**config.mk**
```make
export PLATFORM = sky130hd
export DESIGN_NAME = ssd_shadow_diag
export DESIGN_NICKNAME = d
export VERILOG_FILES = /design/src/logic/ssd_pkg.sv /design/src/logic/ssd_sync.sv /design/src/logic/ssd_fifo.sv /design/src/logic/ssd_shadow_diag.sv
export VERILOG_INCLUDE_DIRS = /design/src /design/src/logic
export SDC_FILE = /design/constraint.sdc
export NUM_CORES = 1
export LEC_CHECK = 0
export ABC_CLOCK_PERIOD_IN_PS = 4690
export BUFFER_PORTS_ARGS = -buffer_cell sky130_fd_sc_hd__buf_4
export CELL_PAD_IN_SITES_DETAIL_PLACEMENT = 0
export CELL_PAD_IN_SITES_GLOBAL_PLACEMENT = 1
export CORE_MARGIN = 4
export CORE_UTILIZATION = 48
export DETAILED_ROUTE_END_ITERATION = 12
export GPL_ROUTABILITY_DRIVEN = 0
export PLACE_DENSITY_LB_ADDON = 0.1
export SETUP_SLACK_MARGIN = 0.02
export SLEW_MARGIN = 20
export SYNTH_ARGS = -nofsm -noshare
export SYNTH_HDL_FRONTEND = slang
export SYNTH_SLANG_ARGS = --single-unit
```
**constraint.sdc**
```tcl
create_clock -name clk_i -period 4.69 [get_ports clk_i]
set_input_delay 1.407 -clock clk_i [delete_from_list [all_inputs] [get_ports clk_i]]
set_output_delay 1.407 -clock clk_i [all_outputs]
set_load 0.1 [all_outputs]
```
**src/logic/ssd_params.svh**
```systemverilog
`ifndef SSD_PARAMS_SVH
`define SSD_PARAMS_SVH

// register byte offsets
`define SSD_ADDR_CTRL       4'h0
`define SSD_ADDR_STATUS     4'h4
`define SSD_ADDR_SHADOW     4'h8
`define SSD_ADDR_PIPE       4'hC

// control register fields
`define SSD_CTRL_DIAG_EN    0
`define SSD_CTRL_RESET      1'b0

// status register fields
`define SSD_STAT_MODE       0
`define SSD_STAT_SOUT       1
`define SSD_STAT_SIN        2
`define SSD_STAT_WORD_RDY   3
`define SSD_STAT_DIAG_EN    4

// microword layout
`define SSD_WORD_W          32
`define SSD_UPPER_LO        8
`define SSD_UPPER_W         8
`define SSD_SRC_BIT         31
`define SSD_DIAG_CLK_BIT    7
`define SSD_MODE_BIT        6

// synchronised pin vector positions
`define SSD_SYN_DIAG_CLK    0
`define SSD_SYN_MODE        1
`define SSD_SYN_SIN         2
`define SSD_SYN_UPPER_LO    3
`define SSD_SYN_W           11

`define SSD_FIFO_DEPTH      4

`endif

```
**src/logic/ssd_pkg.sv**
```systemverilog
package ssd_pkg;

   typedef enum logic [2:0]
   {
      SSD_OP_IDLE    = 3'b000,
      SSD_OP_SHIFT   = 3'b001,
      SSD_OP_CAPTURE = 3'b010,
      SSD_OP_HOLD    = 3'b011,
      SSD_OP_LD_SHAD = 3'b100,
      SSD_OP_LD_MEM  = 3'b101
   } ssd_op_e;

   typedef struct packed
   {
      logic [31:0] shadow;
      logic [31:0] pipe;
      logic        diag_en;
      logic        diag_clk_prev;
      logic        sout;
      logic        zero_out;
      logic        cond_out;
      logic        ack;
      logic [31:0] rdata;
      ssd_op_e     last_op;
   } ssd_state_s;

endpackage

```
**src/logic/ssd_sync.sv**
```systemverilog
`timescale 1ns/1ps
module ssd_sync
#(
   parameter int WIDTH = 1
)
(
   // clock and reset
   input  wire logic             clk_i,
   input  wire logic             rst_i,
   // asynchronous in, synchronised out
   input  wire logic [WIDTH-1:0] async_i,
   output      logic [WIDTH-1:0] sync_o
);

   typedef struct packed
   {
      logic [WIDTH-1:0] s1;
      logic [WIDTH-1:0] s2;
   } ssd_sync_s;

   ssd_sync_s st_ff;
   ssd_sync_s nxt_st;

   // first stage feeds only the second stage
   always_comb
   begin
      nxt_st    = st_ff;
      nxt_st.s1 = async_i;
      nxt_st.s2 = st_ff.s1;
   end

   always_ff @(posedge clk_i)
   begin
      if (rst_i)
      begin
         st_ff <= '0;
      end
      else
      begin
         st_ff <= nxt_st;
      end
   end

   assign sync_o = st_ff.s2;

endmodule

```
**src/logic/ssd_fifo.sv**
```systemverilog
`timescale 1ns/1ps
module ssd_fifo
#(
   parameter int WIDTH = 32,
   parameter int DEPTH = 4
)
(
   // clock and reset
   input  wire logic             clk_i,
   input  wire logic             rst_i,
   // fill side
   input  wire logic             in_valid_i,
   output      logic             in_ready_o,
   input  wire logic [WIDTH-1:0] in_data_i,
   // drain side
   output      logic             out_valid_o,
   input  wire logic             out_ready_i,
   output      logic [WIDTH-1:0] out_data_o
);

   localparam int AW = (DEPTH > 1) ? $clog2(DEPTH) : 1;

   typedef struct packed
   {
      logic [DEPTH-1:0][WIDTH-1:0] mem;
      logic [AW-1:0]               wr_ptr;
      logic [AW-1:0]               rd_ptr;
      logic [AW:0]                 count;
   } ssd_fifo_s;

   ssd_fifo_s st_ff;
   ssd_fifo_s nxt_st;
   logic      push;
   logic      pop;

   function automatic logic [AW-1:0] ptr_inc(input logic [AW-1:0] p);
      if (p == AW'(DEPTH - 1))
      begin
         ptr_inc = '0;
      end
      else
      begin
         ptr_inc = p + AW'(1);
      end
   endfunction

   assign in_ready_o  = (st_ff.count != (AW+1)'(DEPTH));
   assign out_valid_o = (st_ff.count != '0);
   assign out_data_o  = st_ff.mem[st_ff.rd_ptr];
   assign push        = in_valid_i & in_ready_o;
   assign pop         = out_valid_o & out_ready_i;

   always_comb
   begin
      nxt_st = st_ff;
      if (push)
      begin
         nxt_st.mem[st_ff.wr_ptr] = in_data_i;
         nxt_st.wr_ptr            = ptr_inc(st_ff.wr_ptr);
      end
      if (pop)
      begin
         nxt_st.rd_ptr = ptr_inc(st_ff.rd_ptr);
      end
      if (push && !pop)
      begin
         nxt_st.count = st_ff.count + (AW+1)'(1);
      end
      else if (pop && !push)
      begin
         nxt_st.count = st_ff.count - (AW+1)'(1);
      end
   end

   always_ff @(posedge clk_i)
   begin
      if (rst_i)
      begin
         st_ff <= '0;
      end
      else
      begin
         st_ff <= nxt_st;
      end
   end

endmodule

```
**src/logic/ssd_shadow_diag.sv**
```systemverilog
// Function
// [RL1] diagnostics build holds a 32-bit shadow register on pipeline inputs
// [RL2] condition pin is serial in, zero pin serial out, P7 clock, P6 mode
// [RL3] mode low, diag clock rise: shift right, bit 31 from serial in
// [RL4] serial in low, mode high, diag rise: shadow takes pipeline, out low
// [RL5] serial in high, mode high, diag rise: both hold, out high
// [RL6] mode low, system step: pipeline loads program word, shadow holds
// [RL7] condition pin still reaches the sequencer as branch condition
// [RL8] mode high, system step: pipeline takes shadow, out follows serial in
// [RL9] capture takes shadow bits 15..8 from the upper byte pins
// [RL10] capture leaves shadow bits 7 and 6 without meaning
// [RL11] controller shifts a microword in, then moves it into pipeline
// [RL12] result is stepped into pipeline, captured, then shifted out
// [RL13] diagnostics exist only when the configuration option is on
// [RL14] controller never raises diag clock with a system step
// [RL15] normal configuration: zero pin shows counter, condition pin passes
//
// The Wishbone interface to the registers and the address map are this design's own decisions.
`timescale 1ns/1ps
`include "ssd_params.svh"
module ssd_shadow_diag
   import ssd_pkg::*;
#(
   parameter int WORD_W     = `SSD_WORD_W,
   parameter int FIFO_DEPTH = `SSD_FIFO_DEPTH
)
(
   // clock and reset
   input  wire logic              clk_i,
   input  wire logic              rst_i,
   // wishbone slave
   input  wire logic              cyc_i,
   input  wire logic              stb_i,
   input  wire logic              we_i,
   input  wire logic [3:0]        adr_i,
   input  wire logic [3:0]        sel_i,
   input  wire logic [31:0]       dat_i,
   output      logic [31:0]       dat_o,
   output      logic              ack_o,
   // program memory word stream
   input  wire logic              prog_valid_i,
   output      logic              prog_ready_o,
   input  wire logic [WORD_W-1:0] prog_word_i,
   // sequencer side, same clock
   input  wire logic              sys_step_i,
   input  wire logic              counter_zero_i,
   output      logic              cond_o,
   output      logic [WORD_W-1:0] pipe_o,
   // pins to and from the diagnostic controller
   input  wire logic              condition_input_i,
   input  wire logic              diag_clock_i,
   input  wire logic              diag_mode_i,
   output      logic              counter_zero_out_o,
   output      logic              diag_pins_oe_o,
   // upper output byte, two-way
   input  wire logic [7:0]        upper_byte_i,
   output      logic [7:0]        upper_byte_o,
   output      logic              upper_byte_oe_o
);

   ssd_state_s              st_ff;
   ssd_state_s              nxt_st;
   ssd_op_e                 op;
   logic [`SSD_SYN_W-1:0]   syn_raw;
   logic [`SSD_SYN_W-1:0]   syn;
   logic                    diag_clk_s;
   logic                    mode_s;
   logic                    sin_s;
   logic [7:0]              upper_s;
   logic                    diag_clk_rise;
   logic                    word_valid;
   logic                    word_take;
   logic [WORD_W-1:0]       word_data;
   logic                    wb_req;
   logic [WORD_W-1:0]       capture_val;

   // every pin from the diagnostic controller passes two flip-flops
   assign syn_raw = {upper_byte_i, condition_input_i,
                     diag_mode_i, diag_clock_i};

   ssd_sync
   #(
      .WIDTH (`SSD_SYN_W)
   )
   u_sync
   (
      .clk_i   (clk_i),
      .rst_i   (rst_i),
      .async_i (syn_raw),
      .sync_o  (syn)
   );

   assign diag_clk_s = syn[`SSD_SYN_DIAG_CLK];
   assign mode_s  = syn[`SSD_SYN_MODE];
   assign sin_s   = syn[`SSD_SYN_SIN];
   assign upper_s = syn[`SSD_SYN_UPPER_LO +: 8];

   // program words wait here; a diag load takes none, and the source stalls once FIFO_DEPTH words wait
   ssd_fifo
   #(
      .WIDTH (WORD_W),
      .DEPTH (FIFO_DEPTH)
   )
   u_fifo
   (
      .clk_i       (clk_i),
      .rst_i       (rst_i),
      .in_valid_i  (prog_valid_i),
      .in_ready_o  (prog_ready_o),
      .in_data_i   (prog_word_i),
      .out_valid_o (word_valid),
      .out_ready_i (word_take),
      .out_data_o  (word_data)
   );

   // read mux, also used for status snapshot
   function automatic logic [31:0] reg_read(input logic [3:0] a,
                                            input ssd_state_s s,
                                            input logic m,
                                            input logic si,
                                            input logic wv);
      logic [31:0] r;
      r = '0;
      if (a == `SSD_ADDR_CTRL)
      begin
         r[`SSD_CTRL_DIAG_EN] = s.diag_en;
      end
      else if (a == `SSD_ADDR_STATUS)
      begin
         r[`SSD_STAT_MODE]     = m;
         r[`SSD_STAT_SOUT]     = s.sout;
         r[`SSD_STAT_SIN]      = si;
         r[`SSD_STAT_WORD_RDY] = wv;
         r[`SSD_STAT_DIAG_EN]  = s.diag_en;
      end
      else if (a == `SSD_ADDR_SHADOW)
      begin
         r = s.shadow;
      end
      else if (a == `SSD_ADDR_PIPE)
      begin
         r = s.pipe;
      end
      reg_read = r;
   endfunction

   // one row of the mode table for this cycle
   function automatic ssd_op_e pick_op(input logic step,
                                       input logic rise,
                                       input logic en,
                                       input logic m,
                                       input logic si,
                                       input logic wv);
      ssd_op_e o;
      o = SSD_OP_IDLE;
      // a system step wins over a diag edge in the same cycle
      if (step)
      begin
         if (en && m)
         begin
            o = SSD_OP_LD_SHAD;
         end
         else if (wv)
         begin
            o = SSD_OP_LD_MEM;
         end
      end
      else if (rise) // RL14
      begin
         if (!m)
         begin
            o = SSD_OP_SHIFT;
         end
         else if (!si)
         begin
            o = SSD_OP_CAPTURE;
         end
         else
         begin
            o = SSD_OP_HOLD;
         end
      end
      pick_op = o;
   endfunction

   // only byte lane 0 carries a control field
   function automatic logic ctrl_write(input logic [3:0] a,
                                       input logic       w,
                                       input logic [3:0] s);
      logic hit;
      hit = 1'b0;
      if (w && s[0])
      begin
         if (a == `SSD_ADDR_CTRL)
         begin
            hit = 1'b1;
         end
      end
      ctrl_write = hit;
   endfunction

   assign diag_clk_rise = st_ff.diag_en & diag_clk_s & ~st_ff.diag_clk_prev;
   assign wb_req        = cyc_i & stb_i & ~st_ff.ack;

   // clock and mode bits are pins in this build, so they capture as zero;
   // the upper byte is whatever stands on the pins, ours or from outside
   for (genvar g = 0; g < WORD_W; g++)
   begin : g_cap
      if (g >= `SSD_UPPER_LO && g < `SSD_UPPER_LO + `SSD_UPPER_W)
      begin : g_pin
         assign capture_val[g] = upper_s[g - `SSD_UPPER_LO]; // RL9
      end
      else if (g == `SSD_DIAG_CLK_BIT || g == `SSD_MODE_BIT)
      begin : g_zero
         assign capture_val[g] = 1'b0; // RL10
      end
      else
      begin : g_pipe
         assign capture_val[g] = st_ff.pipe[g];
      end
   end

   // memory word is consumed only on a step that actually loads it
   assign word_take = (op == SSD_OP_LD_MEM); // RL6

   always_comb
   begin
      nxt_st               = st_ff;
      op                   = pick_op(sys_step_i, diag_clk_rise,
                                     st_ff.diag_en, mode_s, sin_s,
                                     word_valid);
      nxt_st.diag_clk_prev = diag_clk_s;
      nxt_st.cond_out      = sin_s; // RL7 RL15
      case (op)
         SSD_OP_LD_SHAD:
         begin
            nxt_st.pipe = st_ff.shadow; // RL8 RL11
         end
         SSD_OP_LD_MEM:
         begin
            nxt_st.pipe = word_data; // RL6 RL12
         end
         SSD_OP_SHIFT:
         begin
            nxt_st.shadow = {sin_s, st_ff.shadow[WORD_W-1:1]}; // RL3
         end
         SSD_OP_CAPTURE:
         begin
            nxt_st.shadow = capture_val; // RL4 RL12
         end
         SSD_OP_HOLD:
         begin
            nxt_st.shadow = st_ff.shadow; // RL5
         end
         default:
         begin
            nxt_st.pipe = st_ff.pipe;
         end
      endcase
      if (op != SSD_OP_IDLE)
      begin
         nxt_st.last_op = op;
      end
      // serial out: bit 0 in mode low, else echoes serial in
      if (mode_s)
      begin
         nxt_st.sout = sin_s; // RL4 RL5 RL8
      end
      else
      begin
         nxt_st.sout = nxt_st.shadow[0]; // RL3 RL6
      end
      if (st_ff.diag_en)
      begin
         nxt_st.zero_out = nxt_st.sout; // RL2
      end
      else
      begin
         nxt_st.zero_out = counter_zero_i; // RL13 RL15
      end
      // wishbone: answer one cycle after the request, drop ack next cycle
      nxt_st.ack = wb_req;
      if (wb_req)
      begin
         nxt_st.rdata = reg_read(adr_i, st_ff, mode_s, sin_s, word_valid);
         if (ctrl_write(adr_i, we_i, sel_i))
         begin
            nxt_st.diag_en = dat_i[`SSD_CTRL_DIAG_EN]; // RL13
         end
      end
   end

   always_ff @(posedge clk_i)
   begin
      if (rst_i)
      begin
         st_ff         <= '0;
         st_ff.diag_en <= `SSD_CTRL_RESET;
      end
      else
      begin
         st_ff <= nxt_st;
      end
   end

   // outputs
   assign dat_o              = st_ff.rdata;
   assign ack_o              = st_ff.ack;
   assign pipe_o             = st_ff.pipe; // RL1
   assign cond_o             = st_ff.cond_out;
   assign counter_zero_out_o = st_ff.zero_out;
   // P7/P6 turn into inputs while diagnostics are on
   assign diag_pins_oe_o     = ~st_ff.diag_en; // RL2
   assign upper_byte_o       = st_ff.pipe[15:8];
   assign upper_byte_oe_o    = st_ff.pipe[`SSD_SRC_BIT]; // RL9

endmodule

```
==> results summary <==
In this run the critical register-to-register path is launched from st_ff[40]. STA classifies the critical path startpoint as a flip-flop. At the later pin of the worst-skew pair, clock insertion delay measures 0.54 ns. The internal power of the cells came out at 0.00442 W. The number of antenna-violating nets in the routed design is 0.

The post-synthesis sequential element count is 259. The total area inside the core boundary comes to 0.0243 sq mm. After clock tree synthesis, the repair step resized 0 gates. The total global-route track usage came out at 0.204. The max-capacitance violation count is 0. VDD sags by at most 0.000418 V. The number of slew-limit violations in the final report is 0. The slew at the pin closest to its max-slew limit came out at 1.08 ns. The antenna diode instance count is 0.

At the end of the flow, the number of nets in the layout was 1283. The clock net in this run drives a total of 259 sinks. The endpoint arrival time on the critical path is 1.68 ns. The synthesized instance count came out at 1175. The largest net degree at the start of global routing is 216.

The floorplan step defined a die boundary enclosing 0.0274 sq mm. The final total negative setup slack came out at 0 ns. In this run the critical register-to-register path is captured at u_fifo.st_ff[2]. In this run, synthesis inferred 0 flip-flops with an integrated enable. Setup repair after global routing left no endpoint under its margin. The post-synthesis async set-or-reset flop share came out at 0. The power dissipated by switching net loads is 0.00266 W.

The Yosys step of the flow raised 0 warnings. The clock transition at the registers of the reported paths came out at 0.06 ns. Compared with the post-synthesis result, the final layout area differs by 12.7%. The required time at the endpoint of the critical path came out at 3.28 ns.

Along the worst path, the maximum fanout reaches 6. The final route contains 8407 vias. The terminating pin of the worst hold path is u_sync.sync_o[4]. The initial antenna violation count came to 0. STA classifies the critical path endpoint as a primary output. The clock tree from TritonCTS is yes. The share of the cycle needed by the critical path after routing is 0.658. The aggregate global routing overflow is 0.

The fraction of power spent switching nets is 0.375. After filler insertion, the fill cell instance count of the layout stands at 2173. The mean cell area of the mapped netlist came out at 10.1 sq um.

The row count is 57. For this run, the share of the core covered by cells in the final layout is 0.551. The power per cell area is 527 mW/mm^2. The via count of the first global-routing pass came to 8142. The run finished with clean final reports. The detailed router finished its first iteration with 536 violations. The layout cell share with drive strength beyond 1 came out at 0.212. The synthesized net count came out at 1273. The leading register cell type out of synthesis is sky130_fd_sc_hd__dfxtp_1. The mux contribution to synthesized area came out at 0.175. The boundary pin count came out at 169.

The buffer levels on the longest clock path came out at 3. The number of stages on the worst hold path came out at 1. The total placed cells including tap cells is 1478. The total routed wirelength came out at 28500 um. The synthesized cell area came out at 0.0119 sq mm. The part of the Yosys area used for sequential elements came out at 0.436. The number of cells on the worst reg-to-reg path is 8.

The remaining max-slew budget at the tightest pin is 0.277. The first-pass GRT wire length is 45300 um. The final hold violation count was 0. The fraction of the mapped netlist area in simple logic gates is 0.190.

Of the total power, combinational logic draws 0.305. The post-synthesis compound-gate area fraction was 0.0952. The setup violation total in the final timing report is 0. Of the total power, the clock network draws 0.323. The initial standard-cell utilization of the core is 0.489. In this run the cell area measured after placement is 0.0124 sq mm.

Of the total synthesized cell area, the portion taken by full adders, half adders and majority gates is 0.00799. The remaining routing DRC violations is 0. The total setup buffers inserted after CTS came out at 0. The cell chosen for the clock root is sky130_fd_sc_hd__clkbuf_16.

In this run the most critical hold path is launched from u_sync.nxt_st[4]. The slack of the worst reg-to-reg path came out at 2.27 ns. The worst slack on hold paths is 0.435 ns. In the final routed layout, each cell accounts on average for 18.6 um. The HPWL after detailed placement came out at 17500 um.

The min-delay analysis places its worst path in the category reg2reg. The die is 165 um tall. The non-filler instance count after layout is 1531.

The unique cell type count in the Yosys netlist is 54. The number of optimization iterations in the first detailed-route pass is 5. The total number of H-tree levels came out at 1. The sequential cell fraction of total power is 0.372. Summed over all cells, the static leakage comes to 5.39 nW. The count of input and output buffers came out at 134. By area, the combinational part of the netlist is dominated by simple AND/OR/NAND/NOR gates.

The detail-routed via count per cell is 5.49. Based on the critical path, the design can be clocked at up to 324 MHz. The number of hold buffers added after CTS was 0. The shortest period the worst path allows came out at 3.08 ns. The final design area excluding fillers is 0.0134 sq mm.

The final worst clock skew is 0.0170 ns. The type of the setup path with the least slack is reg2out. The xor and xnor area share after synthesis came out at 0.00147. The floorplan step set the die width to 165 um. TritonCTS created 29 clock buffers.
-- power by group through the flow --
stage,Sequential [W],Clock (W),Combinational (W)
global route,0.00267,0.00243,0.00227
floorplan,0.00260,0,0.00192
detailed placement,0.00268,0,0.00217
CTS,0.00263,0.00235,0.00217
finish,0.00263,0.00228,0.00216
global placement,0.00268,0,0.00215
-- cell usage after synthesis, drive strengths merged, types with 3 or more instances --
library cell  count  area, sq um
a31oi            30          188
o2bb2ai          31          272
mux4             33          743
nor2             38          143
inv              10         37.5
nand2b          164         1030
nand3            64          335
buf             129          915
nor4             33          206
a22oi            30          225
ha                6         75.1
nor2b            27          169
clkbuf           44          165
nor3             34          170
mux2              3         33.8
nand2             5         18.8
o21ai            34          170
mux2i           131         1310
a21oi            39          195
dfxtp           259         5180
-- worst max-delay path: stages, from the launching register on --
cell and delay, ns:
sky130_fd_sc_hd__dfxtp_1 0.40, sky130_fd_sc_hd__nor3b_4 0.35, sky130_fd_sc_hd__inv_2 0.13, sky130_fd_sc_hd__buf_4 0.26
-- cells in the final DEF, fill, tap and decap left out, types with 5 or more instances in the layout --
| master | count |
|---|---|
| sky130_fd_sc_hd__o2bb2ai_1 | 31 |
| sky130_fd_sc_hd__mux2i_1 | 131 |
| sky130_fd_sc_hd__mux4_2 | 33 |
| sky130_fd_sc_hd__dfxtp_1 | 258 |
| sky130_fd_sc_hd__ha_1 | 6 |
| sky130_fd_sc_hd__o21ai_0 | 34 |
| sky130_fd_sc_hd__nor4_1 | 33 |
| sky130_fd_sc_hd__a22oi_1 | 30 |
| sky130_fd_sc_hd__clkbuf_16 | 29 |
| sky130_fd_sc_hd__clkbuf_8 | 13 |
| sky130_fd_sc_hd__nor2_1 | 38 |
| sky130_fd_sc_hd__a21oi_1 | 39 |
| sky130_fd_sc_hd__buf_4 | 150 |
| sky130_fd_sc_hd__a31oi_1 | 29 |
| sky130_fd_sc_hd__inv_1 | 9 |
| sky130_fd_sc_hd__nand2b_1 | 164 |
| sky130_fd_sc_hd__nand2_1 | 5 |
| sky130_fd_sc_hd__nor3_1 | 33 |
| sky130_fd_sc_hd__nand3_1 | 60 |
| sky130_fd_sc_hd__nor2b_1 | 27 |
-- sequential cells by signal, indices dropped and copies added, names as in the netlist --
register and count:
u_sync.nxt_st 11, counter_zero_out_o 1, cond_o 1, dat_o 32
u_fifo.st_ff 135, ack_o 1, pipe_o 32, u_sync.sync_o 11
st_ff 35
-- logic make-up (layout without fill, tap and decap cells) --
logic type | count (synthesis) | in the layout
muxes | 167 | 167
xor gates and xnor gates | 2 | 2
adders and majority gates | 7 | 7
AOI/OAI and AO/OA | 173 | 173
and+or+nand+nor | 384 | 384
buffers and inverters | 183 | 215
DFF | 259 | 259
-- stage by stage --
step / total power (W) / setup slack (ns)
finish: 0.00707 / 1.61
global route: 0.00737 / 1.49
CTS: 0.00715 / 1.58
detailed placement: 0.00484 / 1.11
global placement: 0.00483 / 1.14
floorplan: 0.00452 / 1.10
-- worst max-delay path by stage --
| stage | depth (start not counted) | endpoint | slack [ns] | startpoint |
|---|---|---|---|---|
| finish | 3 | prog_ready_o | 1.61 | u_fifo.st_ff[2] |
| global route | 3 | prog_ready_o | 1.49 | u_fifo.st_ff[2] |
| CTS | 3 | prog_ready_o | 1.58 | u_fifo.st_ff[0] |
| detailed placement | 9 | u_fifo.st_ff[2] | 1.11 | sys_step_i |
| global placement | 9 | u_fifo.st_ff[2] | 1.14 | sys_step_i |
| floorplan | 11 | u_fifo.st_ff[2] | 1.10 | sys_step_i |
-- layout make-up --
class                      count  area, sq um  share of cell area
tap                          324          405              0.0302
multi-input combinational    733         5640               0.420
clock buffer                  46          920              0.0686
inverter                      10         37.5             0.00280
sequential                   259         5190               0.387
clock inverter                 7         67.6             0.00504
timing repair buffer         152         1160              0.0863
-- metal layers --
metal	part of all wire	global-route usage	wire length, um
met1	0.50	0.312	14300
met3	0.051	0.0271	1460
met2	0.43	0.308	12400
met5	0	0	0
met4	0.014	0.0427	395
Note: power is estimated with default switching activity, not from simulation.
